[src/inc/node_regs_pkg.sv]
// constants for the usb node state, address and event register block
//
// Overview of operation
// - five-bit tx current trim, resets to 0x10, applied only with diagnostics on
// - diagnostic enable bit 7 opens transceiver diag and trim registers
// - no-crc bit 6 drops trailing crc16 on transmit, receive unchanged
// - short frame bit 5 lets frame timer track short frames
// - address enable bit 7 gates token matching; clear ignores all tokens except address zero with ep0 default-address on
// - ep0 default-address bit makes endpoint 0 answer address zero
// - seven-bit function address matches every token for this device
// - two-bit node state: 00 reset, 01 resume, 10 running, 11 suspend
// - reset state on module reset or software write; disables endpoint pipes
// - resume state drives resume signalling on the bus
// - suspend state puts transceivers into low-power mode
// - suspend entry resets endpoint controllers and tx/last/rx enables
// - bus activity in suspend sets the alternate resume flag
// - event bit 11 sets on charger status change, clears on status read
// - event bit 10 is or of ep0 nak flags, clears on nak read
// - event bit 9 mirrors ep0 receive-last, clears on receive status read
// - event bit 8 mirrors ep0 transmit-done, clears on transmit status read
// - event bit 7 reads zero; mask bit 7 is master interrupt enable
// - a set mask bit enables interrupt for the matching event bit
`default_nettype none
package node_regs_pkg;
   localparam logic [31:0] TRIM_ADDR   = 32'h5000_1804;
   localparam logic [31:0] TEST_ADDR   = 32'h5000_1806;
   localparam logic [31:0] FADDR_ADDR  = 32'h5000_1808;
   localparam logic [31:0] NSTATE_ADDR = 32'h5000_180a;
   localparam logic [31:0] MEVENT_ADDR = 32'h5000_180c;
   localparam logic [31:0] MMASK_ADDR  = 32'h5000_180e;
   // mapping of printed 16-bit offsets onto apb words: offset * 2
   localparam logic [31:0] BASE_ADDR   = 32'h5000_1800;
   localparam logic [4:0]  TRIM_RESET  = 5'h10;
   localparam int          DIAG_BIT    = 7;
   localparam int          NOCRC_BIT   = 6;
   localparam int          SHORTF_BIT  = 5;
   localparam int          ADEN_BIT    = 7;
   localparam int          CHEV_BIT    = 11;
   localparam int          NAKEV_BIT   = 10;
   localparam int          RXEV_BIT    = 9;
   localparam int          TXEV_BIT    = 8;
   localparam int          MIRQ_BIT    = 7;
   typedef enum logic [1:0] {
      STATE_RESET   = 2'h0,
      STATE_WAKEUP  = 2'h1,
      STATE_RUNNING = 2'h2,
      STATE_SLEEP   = 2'h3
   } node_state_t;
   function automatic logic [7:0] word_addr(input logic [31:0] printed);
      return 8'((printed - BASE_ADDR) << 1);
   endfunction
endpackage
`default_nettype wire

[src/hw/usb_node_regs.sv]
// apb register block for usb node state, address matching and upper events
`default_nettype none
module usb_node_regs (
   // clock and reset
   input  wire logic                    CLK_SYS,
   input  wire logic                    RESETN,
   // apb slave
   input  wire logic                    PSEL,
   input  wire logic                    PENABLE,
   input  wire logic                    PWRITE,
   input  wire logic [31:0]             PADDR,
   input  wire logic [31:0]             PWDATA,
   output logic      [31:0]             PRDATA,
   output logic                         PREADY,
   output logic                         PSLVERR,
   // node side status inputs (same clock)
   input  wire logic [2:0]              CHARGER_STAT,
   input  wire logic                    CHARGER_RD,
   input  wire logic                    EP0_OUT_NEGACK,
   input  wire logic                    EP0_IN_NEGACK,
   input  wire logic                    EP0_NEGACK_RD,
   input  wire logic                    EP0_RX_LAST,
   input  wire logic                    EP0_RX_STATUS_RD,
   input  wire logic                    EP0_TX_DONE,
   input  wire logic                    EP0_TX_STATUS_RD,
   input  wire logic                    EP0_STD_ADDR_RESPOND,
   input  wire logic                    BUS_ACTIVITY,
   // token address check
   input  wire logic                    TOKEN_VALID,
   input  wire logic [6:0]              TOKEN_ADDR,
   output logic                         TOKEN_MATCH,
   output logic                         TOKEN_EP0_ONLY,
   // transceiver and node controls
   output logic      [4:0]              TX_CURRENT_TRIM,
   output logic                         TRIM_APPLY,
   output logic                         DIAG_ACCESS,
   output logic                         OMIT_TX_CHECKSUM,
   output logic                         SHORT_FRAME_TRACK,
   output node_regs_pkg::node_state_t   NODE_STATE,
   output logic                         RESUME_DRIVE,
   output logic                         XCVR_LOW_POWER,
   output logic                         PIPES_DISABLE,
   output logic                         SLEEP_ENTRY_CLEAR,
   output logic                         WAKE_FLAG_SET,
   output logic                         NODE_IRQ
);
   import node_regs_pkg::*;

   typedef struct packed {
      logic [4:0]  trim;
      logic        diag;
      logic        nocrc;
      logic        shortf;
      logic [4:0]  test_res;
      logic        aden;
      logic [6:0]  faddr;
      node_state_t nstate;
      logic        chev;
      logic [2:0]  chg_last;
      logic        nakev;
      logic        rxev;
      logic        txev;
      logic [4:0]  mask;
      logic        mirq;
      logic [31:0] prdata;
      logic        pready;
      logic        pslverr;
      logic        match;
      logic        ep0only;
      logic        sleep_clr;
      logic        wake_set;
      logic        irq;
   } regs_t;

   regs_t st_r;
   regs_t st_nxt;

   // -----------------------------------------------------------------
   // next state
   // -----------------------------------------------------------------
   always_comb begin
      logic        acc;
      logic        wr;
      logic        rd;
      logic [7:0]  idx;
      logic [15:0] rval;
      logic        hit;
      logic [15:0] ev;
      st_nxt = st_r;
      acc  = PSEL && PENABLE && !st_r.pready;
      wr   = acc && PWRITE;
      rd   = acc && !PWRITE;
      idx  = PADDR[7:0];
      hit  = (PADDR[31:8] == BASE_ADDR[31:8]) && (PADDR[1:0] == 2'h0);
      rval = 16'h0000;
      st_nxt.pready    = acc;
      st_nxt.pslverr   = 1'b0;
      st_nxt.sleep_clr = 1'b0;
      st_nxt.wake_set  = 1'b0;

      ev = 16'h0000;
      ev[CHEV_BIT]  = st_r.chev;
      ev[NAKEV_BIT] = st_r.nakev;
      ev[RXEV_BIT]  = st_r.rxev;
      ev[TXEV_BIT]  = st_r.txev;
      // bit 7 of the event word stays zero
      ev[MIRQ_BIT]  = 1'b0;

      case (idx)
         word_addr(TRIM_ADDR):
            rval = {11'h000, st_r.trim};
         word_addr(TEST_ADDR):
            rval = {8'h00, st_r.diag, st_r.nocrc, st_r.shortf, st_r.test_res};
         word_addr(FADDR_ADDR):
            rval = {8'h00, st_r.aden, st_r.faddr};
         word_addr(NSTATE_ADDR):
            rval = {14'h0000, st_r.nstate};
         word_addr(MEVENT_ADDR):
            rval = ev;
         word_addr(MMASK_ADDR):
            rval = {4'h0, st_r.mask[3:0], st_r.mirq, 7'h00};
         default: begin
            rval = 16'h0000;
            hit  = 1'b0;
         end
      endcase
      if (acc) begin
         st_nxt.prdata  = rd ? {16'h0000, rval} : 32'h0000_0000;
         st_nxt.pslverr = !hit;
      end

      if (wr && hit) begin
         case (idx)
            word_addr(TRIM_ADDR): begin
               // trim only writable once diagnostics are open
               if (st_r.diag) begin
                  st_nxt.trim = PWDATA[4:0];
               end
            end
            word_addr(TEST_ADDR): begin
               st_nxt.diag     = PWDATA[DIAG_BIT];
               st_nxt.nocrc    = PWDATA[NOCRC_BIT];
               st_nxt.shortf   = PWDATA[SHORTF_BIT];
               // stored as written so misuse stays visible on readback
               st_nxt.test_res = PWDATA[4:0];
            end
            word_addr(FADDR_ADDR): begin
               st_nxt.aden  = PWDATA[ADEN_BIT];
               st_nxt.faddr = PWDATA[6:0];
            end
            word_addr(NSTATE_ADDR): begin
               st_nxt.nstate = node_state_t'(PWDATA[1:0]);
               if (node_state_t'(PWDATA[1:0]) == STATE_SLEEP &&
                   st_r.nstate != STATE_SLEEP) begin
                  st_nxt.sleep_clr = 1'b1;
               end
            end
            word_addr(MMASK_ADDR): begin
               st_nxt.mask = {1'b0, PWDATA[11:8]};
               st_nxt.mirq = PWDATA[MIRQ_BIT];
            end
            default: begin
               st_nxt.mask = st_r.mask;
            end
         endcase
      end

      // charger change: set wins over the read clear
      st_nxt.chg_last = CHARGER_STAT;
      if (CHARGER_STAT != st_r.chg_last) begin
         st_nxt.chev = 1'b1;
      end else if (CHARGER_RD) begin
         st_nxt.chev = 1'b0;
      end
      // ep0 events follow their source flags; a read clears them
      // unless the source is still raising the same cycle
      if (EP0_OUT_NEGACK || EP0_IN_NEGACK) begin
         st_nxt.nakev = 1'b1;
      end else if (EP0_NEGACK_RD) begin
         st_nxt.nakev = 1'b0;
      end
      if (EP0_RX_LAST) begin
         st_nxt.rxev = 1'b1;
      end else if (EP0_RX_STATUS_RD) begin
         st_nxt.rxev = 1'b0;
      end
      if (EP0_TX_DONE) begin
         st_nxt.txev = 1'b1;
      end else if (EP0_TX_STATUS_RD) begin
         st_nxt.txev = 1'b0;
      end

      if (st_r.nstate == STATE_SLEEP && BUS_ACTIVITY) begin
         st_nxt.wake_set = 1'b1;
      end

      // token matching is blocked while the node is held in reset
      st_nxt.match   = 1'b0;
      st_nxt.ep0only = 1'b0;
      if (TOKEN_VALID && st_r.nstate != STATE_RESET) begin
         if (st_r.aden && TOKEN_ADDR == st_r.faddr) begin
            st_nxt.match = 1'b1;
         end else if (EP0_STD_ADDR_RESPOND && TOKEN_ADDR == 7'h00) begin
            st_nxt.match   = 1'b1;
            st_nxt.ep0only = 1'b1;
         end
      end

      st_nxt.irq = st_nxt.mirq &&
                   ((st_nxt.chev  && st_nxt.mask[3]) ||
                    (st_nxt.nakev && st_nxt.mask[2]) ||
                    (st_nxt.rxev  && st_nxt.mask[1]) ||
                    (st_nxt.txev  && st_nxt.mask[0]));
   end

   // -----------------------------------------------------------------
   // state register
   // -----------------------------------------------------------------
   always_ff @(posedge CLK_SYS) begin
      if (!RESETN) begin
         st_r          <= '0;
         st_r.trim     <= TRIM_RESET;
         st_r.nstate   <= STATE_RESET;
      end else begin
         st_r <= st_nxt;
      end
   end

   // -----------------------------------------------------------------
   // outputs, all registered
   // -----------------------------------------------------------------
   logic pipes_r;
   logic resume_r;
   logic lowpwr_r;
   always_ff @(posedge CLK_SYS) begin
      if (!RESETN) begin
         pipes_r  <= 1'b1;
         resume_r <= 1'b0;
         lowpwr_r <= 1'b0;
      end else begin
         pipes_r  <= (st_nxt.nstate == STATE_RESET);
         resume_r <= (st_nxt.nstate == STATE_WAKEUP);
         lowpwr_r <= (st_nxt.nstate == STATE_SLEEP);
      end
   end

   assign PRDATA            = st_r.prdata;
   assign PREADY            = st_r.pready;
   assign PSLVERR           = st_r.pslverr;
   assign TOKEN_MATCH       = st_r.match;
   assign TOKEN_EP0_ONLY    = st_r.ep0only;
   assign TX_CURRENT_TRIM   = st_r.trim;
   assign TRIM_APPLY        = st_r.diag;
   assign DIAG_ACCESS       = st_r.diag;
   assign OMIT_TX_CHECKSUM  = st_r.nocrc;
   assign SHORT_FRAME_TRACK = st_r.shortf;
   assign NODE_STATE        = st_r.nstate;
   assign RESUME_DRIVE      = resume_r;
   assign XCVR_LOW_POWER    = lowpwr_r;
   assign PIPES_DISABLE     = pipes_r;
   assign SLEEP_ENTRY_CLEAR = st_r.sleep_clr;
   assign WAKE_FLAG_SET     = st_r.wake_set;
   assign NODE_IRQ          = st_r.irq;
endmodule
`default_nettype wire

[config.mk]
export PLATFORM = sky130hd
export DESIGN_NAME = usb_node_regs
export DESIGN_NICKNAME = d
export VERILOG_FILES = /design/src/inc/node_regs_pkg.sv /design/src/hw/usb_node_regs.sv
export SDC_FILE = /design/constraint.sdc
export NUM_CORES = 1
export LEC_CHECK = 0
export ABC_AREA = 0
export BUFFER_PORTS_ARGS = -buffer_cell sky130_fd_sc_hd__buf_2
export CELL_PAD_IN_SITES_DETAIL_PLACEMENT = 0
export CELL_PAD_IN_SITES_GLOBAL_PLACEMENT = 1
export CORE_MARGIN = 2
export CORE_UTILIZATION = 33
export DETAILED_ROUTE_END_ITERATION = 16
export PLACE_DENSITY = 0.84
export SYNTH_ARGS = -nofsm -noshare
export SYNTH_HDL_FRONTEND = slang
export SYNTH_SLANG_ARGS = --single-unit
[constraint.sdc]
create_clock -name CLK_SYS -period 3.2 [get_ports CLK_SYS]
set_input_delay 0.32 -clock CLK_SYS [delete_from_list [all_inputs] [get_ports CLK_SYS]]
set_output_delay 0.32 -clock CLK_SYS [all_outputs]
set_load 0.01 [all_outputs]
Word level (Yosys, flattened, before mapping)
Index checks and enable logic that the tools add are counted.
{"block": "totals", "ff_bits": 77, "inputBits": 90, "out_inout_bits": 53}
{"block": "classes", "eq_ne": 14, "mux": 20, "bitwise_logic": 2, "n_reduce_logical": 35}
{"operator": "one-hot mux 12 bit (6 select lines)", "count": 1}
{"operator": "== test 8 x 5 -> 1 bit (second input constant)", "count": 4}
{"operator": "== test 24 x 23 -> 1 bit (second input constant)", "count": 1}
{"operator": "== test 8 x 4 -> 1 bit (second input constant)", "count": 2}
{"operator": "logical AND 1 bit", "count": 16}
{"operator": "2-to-1 mux 16 bit", "count": 1}
{"operator": "2-to-1 mux 1 bit", "count": 13}
{"operator": "AND reduction 2 bit", "count": 4}
{"operator": "== test 7 bit", "count": 1}
{"operator": "zero test 7 bit", "count": 1}
{"operator": "== test 2 bit (second input constant)", "count": 3}
{"operator": "2-to-1 mux 2 bit", "count": 3}
{"operator": "AND reduction 3 bit", "count": 2}
{"operator": "OR reduction 6 bit", "count": 1}
{"operator": "2-to-1 mux 5 bit", "count": 1}
{"operator": "zero test 2 bit", "count": 2}
{"operator": "logical OR 1 bit", "count": 4}
{"operator": "2-to-1 mux 4 bit", "count": 1}
{"operator": "zero test 1 bit", "count": 3}
{"operator": "!= test 3 bit", "count": 1}
{"operator": "OR reduction 3 bit", "count": 1}
{"operator": "== test 2 x 1 -> 1 bit (second input constant)", "count": 1}
{"operator": "!= test 2 bit (second input constant)", "count": 1}
{"operator": "inverter 1 bit", "count": 2}
{"operator": "nonzero test 2 bit", "count": 1}

Depth between registers and ports, before layout
{"block": "logic_depth", "ltp_word": 10, "ltp_mapped": 7, "depth_no_buf": 5}

Worst setup path after synthesis
Ideal clock, no wire load.
{"block": "synth_path", "path_type": "input to register", "startpoint": "in PADDR[9]", "endpoint": "reg st_r[54] (netlist name)", "setup_time_ns": 0.128, "arrival_ns": 2.243, "path_slack_ns": 0.830, "path_stages": 5, "n_path_buf": 0, "cell_sequence": "or4b_4 > or4_4 > nor4_4 > mux2i_1 > nor2_1"}
{"block": "synth_via", "elab_chain_len": 5}
{"item": "start, declared", "line_no": "usb_node_regs.sv:11", "source": "input wire logic [31:0] PADDR,"}
{"item": "== test 24 x 23 -> 1 bit", "line_no": "usb_node_regs.sv:94", "source": "hit = (PADDR[31:8] == BASE_ADDR[31:8]) && (PADDR[1:0] == 2'h0);"}
{"item": "logical AND 1 bit", "line_no": "usb_node_regs.sv:94"}
{"item": "2-to-1 mux 1 bit", "line_no": "usb_node_regs.sv:109", "source": "case (idx)"}
{"item": "logical AND 1 bit", "line_no": "usb_node_regs.sv:132", "source": "if (wr && hit) begin"}
{"item": "AND reduction 2 bit (no source line)"}
{"item": "end signal, assigned", "line_no": "usb_node_regs.sv:225", "source": "st_r <= st_nxt;"}
{"item": "end, declared", "line_no": "usb_node_regs.sv:75", "source": "regs_t st_r;"}
Every way passes these cells.
A chain may end at the register's enable or synchronous reset.

Worst setup path after layout
{"block": "layout_path", "startpoint": "in PADDR[9]", "endpoint": "reg st_r (netlist bit NODE_IRQ)"}
{"block": "layout_via", "elab_chain_len": 10, "word_cells_on_any_way": 13, "classes_between": "1 x eq/ne; 2 x mux; 10 x reduce/logical"}
{"item": "== test 24 x 23 -> 1 bit *", "line_no": "usb_node_regs.sv:94"}
{"item": "logical AND 1 bit *", "line_no": "usb_node_regs.sv:94"}
{"item": "2-to-1 mux 1 bit *", "line_no": "usb_node_regs.sv:109"}
{"item": "logical AND 1 bit *", "line_no": "usb_node_regs.sv:132"}
{"item": "2-to-1 mux 5 bit *", "line_no": "usb_node_regs.sv:132"}
{"item": "logical AND 1 bit (on tied branches)", "line_no": "usb_node_regs.sv:210, usb_node_regs.sv:211"}
{"item": "logical OR 1 bit", "line_no": "usb_node_regs.sv:210", "source": "((st_nxt.chev && st_nxt.mask[3]) ||"}
{"item": "logical OR 1 bit", "line_no": "usb_node_regs.sv:211", "source": "(st_nxt.nakev && st_nxt.mask[2]) ||"}
{"item": "logical OR 1 bit", "line_no": "usb_node_regs.sv:212", "source": "(st_nxt.rxev && st_nxt.mask[1]) ||"}
{"item": "logical AND 1 bit *", "line_no": "usb_node_regs.sv:209", "source": "st_nxt.irq = st_nxt.mirq &&"}
Every way passes the cells marked *; elsewhere a longest branch is shown, timed or not.

==> results.md <==
- Status: finished clean
- Min Tclk post-route: 2.22 ns
- Core area: 8760 µm²
- Power per cell area: 443 nW/µm²
- Insertion delay to the later sink of the worst-skew pair: 0.33 ns
- I/O pin count: 143
- CP startpoint kind: input pin
- Total power: 1.61 mW
- Worst Path Max Fanout: 8
- Fmax: 451 MHz
- WL final: 7500 µm
- Post-Synthesis Cells: 331
- Place WS: 0.653 ns
- Share of layout cells above drive strength 1: 32.1%
- Required time worst endpoint: 3.41 ns
- Via Count: 2,612
- DIE WIDTH: 99.1 µm
- Ys flop type: dfxtp_1
- Yosys reg bits: 57
- Routed len/inst: 14.2 µm
- Worst Setup SP: PADDR[9]
- Largest net degree at the start of global routing: 29
- Die area: 9820 µm²
- Syn. warnings: 0
- Worst EP arrival: 2.43 ns
- Dpl hpwl: 5730 µm
- Yosys cell types: 47
- Setup Crit Path Kind: input pin to register
- Total grt overflow: 0
- Slew Limit Fails: 0
- Final setup fails: 0
- Vias in the first global route: 2,501
- Final period util: 69.3%
- Number of port buffers: 102
- CP top delay family: simple AND/OR/NAND/NOR gates
- Buf/Inv on CP: 2
- Cts hold-fix bufs: 0
- Ant diodes: 0
- CTS tree: done
- Crit-path slowest cell: or4b_4
- Gr usage total: 15.5%
- Placement row count: 34
- Post-CTS setup buffer count: 0
- Worst-path clk slew: 0.07 ns
- Final hold vios: 0
- Sequential share of the synthesized area: 38.2%
- Post-synth EDFFs: 0
- Crit path cell chain: buf_2, or4b_4, or3_1, nor4b_2, buf_4, mux2i_1, o41a_1
- Static Leak: 1.64 nW
- Slew of the pin with the lowest slew margin: 0.603 ns
- Worst hold path class: input pin to register
- Max cap viols: 0
- Max_slew headroom: 59.4%
- Worst vdd ir: 179 µV
- Min-delay src: EP0_RX_LAST
- Avg Cell Area, Syn: 9.02 µm²
- Clock sinks: 57
- Initial cell density of the core: 34.1%
- Final setup TNS: 0 ns
- Reg2Reg Setup Slack: 1.16 ns
- Synth-to-layout area growth: 21.6%
- Worst clock skew: 0.00929 ns
- ANT nets after route: 0
- Unrepaired setup endpoints after global routing: false
- Initial antenna violation count: 0
- Maximum clock path buffer count: 2
- Max incr delay on CP: 0.55 ns
- Setup crit end kind: register
- Async set or reset register ratio after synthesis: 0%
- Fin nets: 506
- Post-Syn Area: 2980 µm²
- Vias per inst: 4.94
- Post-route DRC: 0
- Drt pass-1 iters: 4
- Die Span Y: 99.1 µm
- # resized after CTS: 0
- CTS root buf: clkbuf_8
- Worst reg2reg path startpoint: PREADY
- Worst Slack Setup Final: 0.982 ns
- Htree depth: 3
- Global-route wire length before repair: 12,000 µm
- Routability cong.: 0.816
- CTS Buf Count: 9
- DR iter-0 viols: 80
-- registers in the layout, summed over array words and instances, names as in the netlist, 2 cells and up --
name,cells
NODE_STATE,2
st_r,25
PRDATA,12
TX_CURRENT_TRIM,5
-- stage by stage --
step	hold slack, ns	std cells	utilization [%]	cell area, µm²
after global routing	0.224	529	41.4	3630
after floorplan	0.432	350	-	3060
after global placement	0.442	513	38.8	3400
after detailed placement	0.452	513	38.8	3400
final	0.215	529	41.4	3630
after CTS	0.206	529	41.4	3630
-- cell usage in the layout, fill, tap and decap left out, drive strengths merged, types with 4 or more instances in the layout --
cell type | Yosys | routed
nand4 | 6 | 6
xnor2 | 4 | 4
conb | 1 | 20
clkbuf | 12 | 11
nor3 | 5 | 5
a22oi | 6 | 6
nor4 | 10 | 10
inv | 6 | 6
xor2 | 6 | 6
and3 | 7 | 7
dfxtp | 57 | 57
a21oi | 9 | 9
buf | 41 | 108
and2 | 6 | 6
o21ai | 8 | 8
nor2 | 42 | 42
nor4b | 5 | 5
a2bb2oi | 4 | 4
mux2i | 37 | 37
nand3 | 8 | 8
nand2 | 13 | 13
-- power by group --
part | switching [mW] | leakage [nW] | internal [mW]
clock network | 0.282 | 0.115 | 0.478
logic | 0.0731 | 1.06 | 0.0537
registers | 0.00287 | 0.461 | 0.716
total | 0.358 | 1.64 | 1.25
-- final timing paths --
check                       endpoint  cells past startpoint
setup reg to reg  TX_CURRENT_TRIM[4]                      5
setup / recovery            NODE_IRQ                      7
hold reg to reg            PRDATA[5]                      2
hold / removal              st_r[46]                      3
-- synthesized netlist by cell type, types with 2 or more instances --
master     instances  area share (%)
a21oi_1            9             1.5
a22o_1             2            0.59
a22oi_1            6             1.5
a2bb2oi_1          4             1.2
and2_1             6             1.3
and3_1             7             1.5
and4_1             3            0.88
buf_4             41              10
clkbuf_1          12             1.5
dfxtp_1           57              38
inv_1              6            0.75
mux2i_1           37              12
nand2_1           13             1.6
nand2b_1           2            0.42
nand3_1            8             1.3
nand3b_1           3            0.75
nand4_1            5             1.0
nor2_1            42             5.3
nor2b_1            3            0.63
nor3_1             5            0.84
nor3b_1            2            0.50
nor4_1             8             1.7
nor4_4             2             1.4
nor4b_1            5             1.5
o21ai_0            8             1.3
o22ai_1            2            0.42
o31ai_1            2            0.50
or3_1              2            0.42
or4_1              2            0.50
or4b_4             2            0.92
xnor2_1            4             1.2
xor2_1             6             1.8
-- per-layer routing --
layer	up-vias	global-route usage [%]	part of all wire, %
li1	1289	-	-
met1	1221	19.8	44
met2	94	25.5	47
met3	8	4.64	8.0
met4	0	4.53	0.81
met5	-	0	0
-- worst register-to-register path: cells and delay by family (launching register included) --
kind / cells / cell delay [ns]
muxes: 1 / 0.24
and+or+nand+nor: 4 / 1.37
DFF: 1 / 0.31
-- cell families (layout without fill, tap and decap cells) --
group	count (synthesis)	count (layout)	share of synthesized area, %
AND/OR/NAND/NOR	126	126	24.4
buffers and inverters	59	130	12.6
flip-flops	57	57	38.2
AO/OA/AOI/OAI	41	41	9.31
multiplexers	37	37	12.4
XOR/XNOR	10	10	2.93
other	1	20	0.126
-- layout make-up --
cell class	instances	area [µm²]
sequential	57	1140
clock inverter	5	77.6
fill	897	5130
clock buffer	11	151
multi-input combinational	234	1550
tap	108	135
inverter	6	22.5
timing repair buffer	108	556
Power figures use the tool's default switching activity.
